File: src/hsp_pkg.sv
// package for the host serial packetizer: register map, fields, timing
package hsp_pkg;
  // wishbone word offsets (byte addresses)
  localparam logic [7:0] ADDR_CFG = 8'h00;
  localparam logic [7:0] ADDR_FLOW_THR = 8'h04;
  localparam logic [7:0] ADDR_MAX_PKT = 8'h08;
  localparam logic [7:0] ADDR_CHAR_THR = 8'h0c;
  localparam logic [7:0] ADDR_SILENCE = 8'h10;
  localparam logic [7:0] ADDR_STATUS = 8'h14;
  localparam logic [7:0] ADDR_BAUD = 8'h18;
  // cfg register fields
  localparam int CFG_SWFLOW_BIT = 0;
  localparam int CFG_PARITY_LSB = 4;
  localparam int CFG_INLINE_LSB = 8;
  localparam int CFG_OUTPIN_LSB = 12;
  // control characters
  localparam logic [7:0] CHAR_RESUME = 8'h11;
  localparam logic [7:0] CHAR_PAUSE = 8'h13;
  // parity encodings
  localparam logic [2:0] PAR_NONE = 3'h0;
  localparam logic [2:0] PAR_EVEN = 3'h1;
  localparam logic [2:0] PAR_ODD = 3'h2;
  localparam logic [2:0] PAR_MARK = 3'h3;
  localparam logic [2:0] PAR_SPACE = 3'h4;
  localparam logic [2:0] PAR_NINE = 3'h5;
  // input line config
  localparam logic [1:0] INLINE_OFF = 2'h0;
  localparam logic [1:0] INLINE_BINCMD = 2'h1;
  localparam logic [1:0] INLINE_RTS = 2'h2;
  // reset values and limits
  localparam logic [8:0] MAX_PKT_RST = 9'h040;
  localparam logic [8:0] MAX_PKT_MIN = 9'h002;
  localparam logic [8:0] PKT_LIMIT = 9'h100;
  localparam logic [8:0] CHAR_THR_RST = 9'h001;
  localparam logic [15:0] SILENCE_RST = 16'h0000;
  localparam logic [2:0] BAUD_RST = 3'h3;
  localparam logic [2:0] BAUD_MAX = 3'h6;
  localparam int FLOW_HYST = 16;
  localparam int FLOW_MARGIN = 17;
  // timing
  localparam int CLK_HZ = 100_000_000;
  localparam int SILENCE_UNIT_US = 200;
  localparam int SILENCE_UNIT_CYC = CLK_HZ / 1_000_000 * SILENCE_UNIT_US;
  localparam int BAUD_1200_CYC = CLK_HZ / 1200;
  localparam int BAUD_57600_CYC = CLK_HZ / 57600;

  typedef struct packed {
    logic cyc;
    logic stb;
    logic we;
    logic [7:0] adr;
    logic [3:0] sel;
    logic [31:0] dat;
  } hsp_wb_req_t;

  typedef struct packed {
    logic [7:0] data;
    logic valid;
  } hsp_byte_t;
endpackage : hsp_pkg

File: src/hsp_top.sv
// host serial packetizer: uart framing, flow control, packet triggers
//
// Implementation choices: the Wishbone slave port and the register addresses.
`timescale 1ns/1ps
`default_nettype none
module hsp_top #(
  parameter int BUF_DEPTH = 256,
  parameter int SILENCE_UNIT = hsp_pkg::SILENCE_UNIT_CYC
) (
  // clock and reset
  input wire logic clk_i,
  input wire logic rst_i,
  // wishbone slave
  input wire logic wb_cyc_i,
  input wire logic wb_stb_i,
  input wire logic wb_we_i,
  input wire logic [7:0] wb_adr_i,
  input wire logic [3:0] wb_sel_i,
  input wire logic [31:0] wb_dat_i,
  output logic [31:0] wb_dat_o,
  output logic wb_ack_o,
  // host serial pins
  input wire logic host_rxd_i,
  output logic host_txd_o,
  output logic flow_output_pin_o,
  input wire logic configurable_input_pin_i,
  // radio side packet stream
  output logic [7:0] radio_data_o,
  output logic radio_valid_o,
  output logic radio_last_o,
  input wire logic radio_ready_i,
  output logic binary_cmd_o
);
  import hsp_pkg::*;

  localparam int AW = $clog2(BUF_DEPTH);
  localparam logic [AW:0] CAP = (AW + 1)'(BUF_DEPTH);
  localparam logic [AW:0] FT_MAX = (AW + 1)'(BUF_DEPTH - FLOW_MARGIN);

  typedef enum {RX_IDLE, RX_START, RX_DATA, RX_PAR, RX_STOP} hsp_rx_e_t;
  typedef enum {PK_WAIT, PK_SEND} hsp_pk_e_t;

  typedef struct packed {
    logic ack;
    logic [31:0] rdat;
    logic swflow;
    logic [2:0] parity;
    logic [1:0] inline_cfg;
    logic [2:0] outpin;
    logic [AW:0] flow_thr;
    logic [8:0] max_pkt;
    logic [8:0] char_thr;
    logic [15:0] silence;
    logic [2:0] baud;
    logic [16:0] rx_tick;
    hsp_rx_e_t rx_st;
    logic [3:0] rx_bit;
    logic [8:0] rx_sh;
    logic rx_perr;
    logic [AW:0] count;
    logic [AW-1:0] wp;
    logic [AW-1:0] rp;
    logic cts;
    logic paused;
    logic [7:0] pend_char;
    logic pend;
    logic [16:0] tx_tick;
    logic [3:0] tx_bit;
    logic [9:0] tx_sh;
    logic txd;
    logic [15:0] unit_cnt;
    logic [15:0] quiet;
    hsp_pk_e_t pk_st;
    logic [8:0] pkt_cnt;
    logic [7:0] rdata;
    logic rvalid;
    logic rlast;
    logic flow_pin;
    logic bincmd;
  } hsp_state_t;

  hsp_state_t r, next_r;
  logic [7:0] mem [BUF_DEPTH];

  // baud divider per code, used by both rx and tx; 1200 baud needs 17 bits
  function automatic logic [16:0] baud_div(input logic [2:0] code);
    logic [2:0] c;
    c = (code > BAUD_MAX) ? BAUD_MAX : code;
    if (c == BAUD_MAX) baud_div = 17'(BAUD_57600_CYC);
    else baud_div = 17'(BAUD_1200_CYC >> c);
  endfunction : baud_div

  // parity bit for a data byte under the selected framing
  function automatic logic par_bit(input logic [2:0] p, input logic [7:0] d);
    case (p)
      PAR_EVEN: par_bit = ^d;
      PAR_ODD: par_bit = ~^d;
      PAR_MARK: par_bit = 1'b1;
      default: par_bit = 1'b0;
    endcase
  endfunction : par_bit

  logic [16:0] bdiv;
  logic rts_hold;
  logic has_par;
  logic push;
  logic pop;
  logic [AW:0] restart;
  logic [8:0] wv9;
  assign bdiv = baud_div(r.baud);
  // nine-bit mode carries the ninth bit in the parity slot; it is dropped
  assign has_par = (r.parity != PAR_NONE);
  assign restart = (r.flow_thr > (AW + 1)'(FLOW_HYST)) ? r.flow_thr - (AW + 1)'(FLOW_HYST) : '0;
  assign wv9 = (wb_dat_i[15:0] > 16'(PKT_LIMIT)) ? PKT_LIMIT : wb_dat_i[8:0];
  // host rts, active low, holds back flow characters when enabled
  assign rts_hold = (r.inline_cfg == INLINE_RTS) && configurable_input_pin_i;

  always_comb begin
    next_r = r;
    push = 1'b0;
    pop = 1'b0;
    // wishbone: one wait state, ack dropped the cycle after
    next_r.ack = wb_cyc_i && wb_stb_i && !r.ack;
    if (wb_cyc_i && wb_stb_i && !r.ack) begin
      next_r.rdat = '0;
      case (wb_adr_i)
        ADDR_CFG: begin
          next_r.rdat[CFG_SWFLOW_BIT] = r.swflow;
          next_r.rdat[CFG_PARITY_LSB +: 3] = r.parity;
          next_r.rdat[CFG_INLINE_LSB +: 2] = r.inline_cfg;
          next_r.rdat[CFG_OUTPIN_LSB +: 3] = r.outpin;
          if (wb_we_i && wb_sel_i[0]) next_r.swflow = wb_dat_i[CFG_SWFLOW_BIT];
          if (wb_we_i && wb_sel_i[0] && wb_dat_i[CFG_PARITY_LSB +: 3] <= PAR_NINE)
            next_r.parity = wb_dat_i[CFG_PARITY_LSB +: 3];
          if (wb_we_i && wb_sel_i[1] && wb_dat_i[CFG_INLINE_LSB +: 2] <= INLINE_RTS)
            next_r.inline_cfg = wb_dat_i[CFG_INLINE_LSB +: 2];
          if (wb_we_i && wb_sel_i[1] && wb_dat_i[CFG_OUTPIN_LSB +: 3] <= 3'h4)
            next_r.outpin = wb_dat_i[CFG_OUTPIN_LSB +: 3];
        end
        ADDR_FLOW_THR: begin
          next_r.rdat[AW:0] = r.flow_thr;
          if (wb_we_i && wb_sel_i[0])
            next_r.flow_thr = (wb_dat_i[15:0] > 16'(FT_MAX)) ? FT_MAX : wb_dat_i[AW:0];
        end
        ADDR_MAX_PKT: begin
          next_r.rdat[8:0] = r.max_pkt;
          if (wb_we_i && wb_sel_i[0]) begin
            next_r.max_pkt = (wv9 < MAX_PKT_MIN) ? MAX_PKT_MIN : wv9;
            if (r.char_thr > next_r.max_pkt) next_r.char_thr = next_r.max_pkt;
          end
        end
        ADDR_CHAR_THR: begin
          next_r.rdat[8:0] = r.char_thr;
          if (wb_we_i && wb_sel_i[0]) begin
            next_r.char_thr = (wv9 == 9'h000) ? 9'h001 : wv9;
            if (next_r.char_thr > r.max_pkt) next_r.char_thr = r.max_pkt;
          end
        end
        ADDR_SILENCE: begin
          next_r.rdat[15:0] = r.silence;
          if (wb_we_i && wb_sel_i[0]) next_r.silence[7:0] = wb_dat_i[7:0];
          if (wb_we_i && wb_sel_i[1]) next_r.silence[15:8] = wb_dat_i[15:8];
        end
        ADDR_STATUS: begin
          next_r.rdat[AW:0] = r.count;
          next_r.rdat[16] = r.cts;
          next_r.rdat[17] = r.paused;
          next_r.rdat[18] = r.rx_perr;
        end
        ADDR_BAUD: begin
          next_r.rdat[2:0] = r.baud;
          if (wb_we_i && wb_sel_i[0] && wb_dat_i[2:0] <= BAUD_MAX) next_r.baud = wb_dat_i[2:0];
        end
        default: next_r.rdat = '0;
      endcase
    end

    // receiver: samples mid-bit
    next_r.rx_tick = (r.rx_tick == 17'h00000) ? 17'h00000 : r.rx_tick - 17'h00001;
    case (r.rx_st)
      RX_IDLE: if (!host_rxd_i) begin
        next_r.rx_st = RX_START;
        next_r.rx_tick = bdiv >> 1;
        next_r.rx_bit = 4'h0;
      end
      // a start bit gone by mid-bit was a glitch, not a character
      RX_START: if (r.rx_tick == 17'h00000) begin
        next_r.rx_tick = bdiv;
        next_r.rx_st = host_rxd_i ? RX_IDLE : RX_DATA;
      end
      RX_DATA: if (r.rx_tick == 17'h00000) begin
        next_r.rx_sh = {host_rxd_i, r.rx_sh[8:1]};
        next_r.rx_tick = bdiv;
        next_r.rx_bit = r.rx_bit + 4'h1;
        if (r.rx_bit == 4'h7) next_r.rx_st = has_par ? RX_PAR : RX_STOP;
      end
      RX_PAR: if (r.rx_tick == 17'h00000) begin
        if (r.parity != PAR_NINE)
          next_r.rx_perr = (host_rxd_i != par_bit(r.parity, r.rx_sh[8:1]));
        next_r.rx_tick = bdiv;
        next_r.rx_st = RX_STOP;
      end
      RX_STOP: if (r.rx_tick == 17'h00000) begin
        next_r.rx_st = RX_IDLE;
        // overflow drops the byte; cts should have held the host back
        if (host_rxd_i && r.count < CAP) push = 1'b1;
      end
      default: next_r.rx_st = RX_IDLE;
    endcase

    // silence timer restarts on any line activity
    if (r.rx_st != RX_IDLE || !host_rxd_i) begin
      next_r.unit_cnt = '0;
      next_r.quiet = '0;
    end else if (r.unit_cnt == 16'(SILENCE_UNIT - 1)) begin
      next_r.unit_cnt = '0;
      if (r.quiet != 16'hffff) next_r.quiet = r.quiet + 16'h0001;
    end else begin
      next_r.unit_cnt = r.unit_cnt + 16'h0001;
    end

    // packetizer
    next_r.rvalid = r.rvalid && !radio_ready_i;
    case (r.pk_st)
      PK_WAIT: if (r.count != '0 &&
          ((r.count >= (AW + 1)'(r.char_thr)) ||
           (r.silence != 16'h0000 && r.quiet >= r.silence))) begin
        next_r.pk_st = PK_SEND;
        next_r.pkt_cnt = 9'h000;
      end
      PK_SEND: if (!r.rvalid || radio_ready_i) begin
        if (r.count != '0) begin
          pop = 1'b1;
          next_r.rdata = mem[r.rp];
          next_r.rvalid = 1'b1;
          next_r.pkt_cnt = (r.pkt_cnt + 9'h001 >= r.max_pkt) ? 9'h000 : r.pkt_cnt + 9'h001;
          next_r.rlast = (r.pkt_cnt + 9'h001 >= r.max_pkt) || (r.count == (AW + 1)'(1));
          if (r.count == (AW + 1)'(1)) next_r.pk_st = PK_WAIT;
        end else begin
          next_r.pk_st = PK_WAIT;
        end
      end
      default: next_r.pk_st = PK_WAIT;
    endcase

    if (push) next_r.wp = r.wp + 1'b1;
    if (pop) next_r.rp = r.rp + 1'b1;
    next_r.count = r.count + (AW + 1)'(push) - (AW + 1)'(pop);

    // hardware and software flow control with hysteresis
    if (next_r.count >= r.flow_thr) begin
      next_r.cts = 1'b0;
      if (r.swflow && !r.paused) begin
        next_r.paused = 1'b1;
        next_r.pend_char = CHAR_PAUSE;
        next_r.pend = 1'b1;
      end
    end else if (next_r.count < restart) begin
      next_r.cts = 1'b1;
      if (r.paused) begin
        next_r.paused = 1'b0;
        next_r.pend_char = CHAR_RESUME;
        next_r.pend = r.swflow;
      end
    end

    // transmitter for flow characters only
    next_r.tx_tick = (r.tx_tick == 17'h00000) ? 17'h00000 : r.tx_tick - 17'h00001;
    if (r.tx_bit == 4'h0) begin
      next_r.txd = 1'b1;
      // the stop bit runs its full time before the next start
      if (r.pend && next_r.pend && r.tx_tick == 17'h00000 && !rts_hold) begin
        next_r.pend = 1'b0;
        next_r.tx_sh = {1'b1, r.pend_char, 1'b0};
        next_r.tx_bit = 4'ha;
        next_r.tx_tick = '0;
      end
    end else if (r.tx_tick == 17'h00000) begin
      next_r.txd = r.tx_sh[0];
      next_r.tx_sh = {1'b1, r.tx_sh[9:1]};
      next_r.tx_tick = bdiv;
      next_r.tx_bit = r.tx_bit - 4'h1;
    end

    // flow output pin: active-low cts by default
    case (r.outpin)
      3'h0: next_r.flow_pin = ~next_r.cts;
      3'h2: next_r.flow_pin = 1'b1;
      default: next_r.flow_pin = 1'b0;
    endcase
    next_r.bincmd = (r.inline_cfg == INLINE_BINCMD) && configurable_input_pin_i;
  end

  always_ff @(posedge clk_i) begin
    if (push) mem[r.wp] <= r.rx_sh[8:1];
    if (rst_i) begin
      r <= '0;
      r.swflow <= 1'b0;
      r.parity <= PAR_NONE;
      r.inline_cfg <= INLINE_OFF;
      r.flow_thr <= FT_MAX;
      r.max_pkt <= MAX_PKT_RST;
      r.char_thr <= CHAR_THR_RST;
      r.silence <= SILENCE_RST;
      r.baud <= BAUD_RST;
      r.cts <= 1'b1;
      r.txd <= 1'b1;
      r.rx_st <= RX_IDLE;
      r.pk_st <= PK_WAIT;
    end else begin
      r <= next_r;
    end
  end

  assign wb_ack_o = r.ack;
  assign wb_dat_o = r.rdat;
  assign host_txd_o = r.txd;
  assign flow_output_pin_o = r.flow_pin;
  assign radio_data_o = r.rdata;
  assign radio_valid_o = r.rvalid;
  assign radio_last_o = r.rlast;
  assign binary_cmd_o = r.bincmd;
endmodule : hsp_top
`default_nettype wire
File: config.mk
export PLATFORM = sky130hd
export DESIGN_NAME = hsp_top
export DESIGN_NICKNAME = d
export VERILOG_FILES = /design/src/hsp_pkg.sv /design/src/hsp_top.sv
export SDC_FILE = /design/constraint.sdc
export NUM_CORES = 2
export LEC_CHECK = 0
export BUFFER_PORTS_ARGS = -buffer_cell sky130_fd_sc_hd__buf_2
export CAP_MARGIN = 10
export CORE_ASPECT_RATIO = 0.9
export CORE_MARGIN = 2
export CORE_UTILIZATION = 57
export DETAILED_ROUTE_END_ITERATION = 7
export PLACE_DENSITY = 0.76
export SLEW_MARGIN = 15
export SYNTH_ARGS = -nofsm -noshare
export SYNTH_HDL_FRONTEND = slang
export SYNTH_SLANG_ARGS = --single-unit
File: constraint.sdc
create_clock -name clk_i -period 5.4 [get_ports clk_i]
set_input_delay 1.08 -clock clk_i [delete_from_list [all_inputs] [get_ports clk_i]]
set_output_delay 1.08 -clock clk_i [all_outputs]
set_load 0.005 [all_outputs]
==> results.sh <==
export IMPL_io_buffers=66
export IMPL_wl_met2_um=102000
export IMPL_fill_cells=10600
export IMPL_cap_violations=0
export IMPL_rows=139
export IMPL_combPwrFrac_pct=16.2
export IMPL_area_growth_pct=10.4
export IMPL_syn_inst=5425
export IMPL_powerDensity_mw_per_mm2=401
export IMPL_netlist_cell_type_count=81
export IMPL_seqPwrFrac_pct=47.8
export IMPL_clkTransAtPathRegs_ns=0.06
export IMPL_grt_pass1_vias=49400
export IMPL_mostFrequentLayoutCells="edfxtp_1, nor2_1, mux4_2"
export IMPL_power_leakage_nw=31.8
export IMPL_core_area_mm2=0.160
export IMPL_r2r_start="r[212]"
export IMPL_worstMarginPinSlew_ns=1.26
export IMPL_io_pin_count=98
export IMPL_fin_nets=5634
export IMPL_ys_ff_latch=2280
export IMPL_clock_tree_root_cell="clkbuf_16"
export IMPL_register_area_mm2=0.0662
export IMPL_sw_frac_of_total_pct=25.4
export IMPL_top_layer="met5"
export IMPL_setup_viol=0
export IMPL_totalWireLength_um=215000
export IMPL_final_common_cell="edfxtp_1"
export IMPL_wire_per_inst_um=27.6
export IMPL_drt_pre_antenna_iters=8
export IMPL_grt_pass1_wl_um=319000
export IMPL_layout_min_cycle_time_ns=5.13
export IMPL_cp_cell_sequence="or3_1 -> nor4_2 -> nand4b_1 -> buf_4 -> nor4_4 -> nand2b_4 -> nand2_1 -> ha_1 -> inv_1 -> fa_1 -> nor2b_1 -> o311a_1 -> o311a_1 -> nor2_2 -> ha_1 -> a21o_1 -> a221oi_1 -> o21ai_1 -> a21oi_2 -> a41oi_2 -> a31oi_4 -> buf_4 -> nand3_1 -> a21oi_2"
export IMPL_critical_path_required_ns=6.17
export IMPL_num_vias=50600
export IMPL_power_total_mw=40.6
export IMPL_cp_end_kind="flip-flop"
export IMPL_grtUsageTotal_pct=26.2
export IMPL_synth_area_per_cell_um2=16.9
export IMPL_async_flop_share_pct=0
export IMPL_yosysSeqAreaShare_pct=72.1
export IMPL_hp_class="reg2reg"
export IMPL_cp_slowest_cell="or3_1"
export IMPL_worstSetupStartpoint="r[212]"
export IMPL_cts_tree="built"
export IMPL_layout_drive_gt1_share_pct=16.1
export IMPL_met1_length_um=85400
export IMPL_power_switching_mw=10.3
export IMPL_drv_slew=0
export IMPL_relSlewSlack_pct=15.8
export IMPL_place_gp_congestion=0.905
export IMPL_netlist_area_mm2=0.0917
export IMPL_antenna_left=0
export IMPL_yosys_warnings=0
export IMPL_ir_drop_mv=0.362
export IMPL_grt_max_degree=258
export IMPL_critPathKind="reg2reg"
export IMPL_path_max_fanout=7
export IMPL_synth_ff_type="edfxtp_1"
export IMPL_drtIter0Drc=6768
export IMPL_antenna_found_initial=7
export IMPL_period_share_pct=95.0
export IMPL_rsz0062_at_grt="false"
export IMPL_hold_violations=0
export IMPL_drc=0
export IMPL_p_int_mw=30.3
export IMPL_status="complete, no violations"
export IMPL_cp_data_arrival_time_ns=5.90
export IMPL_critPathMaxStageDelay_ns=0.41
export IMPL_tns_ns=0
export IMPL_clk_path_buf_depth=3
export IMPL_dp_cells=7380
export IMPL_grt_ovfl_total=0
export IMPL_start_util_pct=57.4
export IMPL_p_clk_share_pct=36.0
export IMPL_post_drt_via_cell_ratio=6.50
export IMPL_hpwl_um=131000
export IMPL_multi_input_area_mm2=0.0239
export IMPL_dr_wl_met3_um=20900
export IMPL_cts_sinks=2280
export IMPL_clk_latency_ns=0.85
export IMPL_hold_buffers=0
export IMPL_die_area_mm2=0.164
export IMPL_cts_made_buffers=213
export IMPL_max_freq_ghz=0.195
export IMPL_htreeDepth=4
export IMPL_finalClockSkew_ns=0.0651
export IMPL_synth_edf_count=2048
export IMPL_dieHeight_um=385
export IMPL_min_from="wb_dat_o[18]"
export IMPL_start_kind="flip-flop"
export IMPL_die_w_um=427
export IMPL_instances_no_fill=7779
==> cells by family after synthesis <==
group	after synthesis	synth area share (%)
adders and majority gates	99	1.36
other	1	0.00409
xor gates and xnor gates	84	0.802
buffers and inverters	444	2.09
DFF	2280	72.1
and+or+nand+nor	1087	5.46
AOI/OAI and AO/OA	724	5.62
muxes	706	12.5
==> worst max-delay path, delay by kind of cell, from the launching register on <==
kind	cells	cell delay [ns]
adder cells (fa/ha/maj)	3	0.66
AND/OR/NAND/NOR	9	1.61
AO/OA/AOI/OAI	9	2.03
flip-flops	1	0.32
buffers and inverters	3	0.43
==> timing repair <==
action | 4_1_cts | 5_1_grt
pin swaps | 1 | 3
resized for setup | 0 | 7
endpoints found under the setup margin | 1 | 19
setup buffers | 1 | 1
==> synth_stat cells (97+ instances only) <==
cell	count	share of area [%]
edfxtp_1	2048	67
nor2_1	499	2.0
mux4_2	353	8.7
mux2i_1	334	3.6
dfxtp_1	232	5.1
a22oi_1	194	1.6
clkbuf_1	187	0.77
nand2_1	168	0.69
nand3_1	120	0.65
a21oi_1	115	0.63
ha_1	98	1.3
inv_1	97	0.40
==> stage by stage <==
| stage | utilization (%) | worst slack, ns | hold WS, ns | cell area, um^2 |
|---|---|---|---|---|
| CTS | 63.4 | 0.0376 | 0.455 | 101000 |
| finish | 63.4 | 0.271 | 0.459 | 101000 |
| floorplan | - | 0.0345 | 0.425 | 91800 |
| global route | 63.4 | 0.0167 | 0.470 | 101000 |
| global placement | 59.1 | 0.116 | 0.436 | 94400 |
| detailed placement | 59.1 | 0.0672 | 0.449 | 94400 |
==> sequential cells by signal (all words and copies together) (netlist names), named ones only <==
signal / cells
flow_output_pin_o: 1
radio_last_o: 1
mem: 2048
radio_data_o: 8
host_txd_o: 1
binary_cmd_o: 1
wb_ack_o: 1
r: 191
wb_dat_o: 19
radio_valid_o: 1
==> metal layers <==
metal / vias up / global-route usage [%]
li1: 21600 / -
met1: 25900 / 37.9
met2: 2706 / 40.5
met3: 351 / 4.90
met4: 2 / 8.69
met5: - / 0
==> layout make-up <==
type / count / share of cell area (%)
Timing Repair Buffer: 178 / 1.39
Multi-Input combinational cell: 2713 / 23.6
Inverter: 97 / 0.360
Antenna cell: 2 / 0.00494
Clock buffer: 272 / 5.67
Clock inverter: 122 / 1.05
Sequential cell: 2280 / 65.4
Tap cell: 2115 / 2.61
==> power groups by stage <==
stage	combinational [mW]	sequential, mW	clock, mW
floorplan	4.97	19.6	0
global placement	6.37	19.8	0
detailed placement	6.44	19.8	0
CTS	6.51	19.4	14.7
global route	7.04	19.4	15.4
finish	6.57	19.4	14.6
==> worst paths after layout <==
path | slack [ns] | endpoint | cells past startpoint
min | 0.46 | wb_dat_o[18] | 2
min reg2reg | 0.46 | wb_dat_o[18] | 2
max reg2reg | 0.27 | r[86] | 24
max | 0.27 | r[86] | 24
No activity file was read; power rests on OpenSTA's default activity.
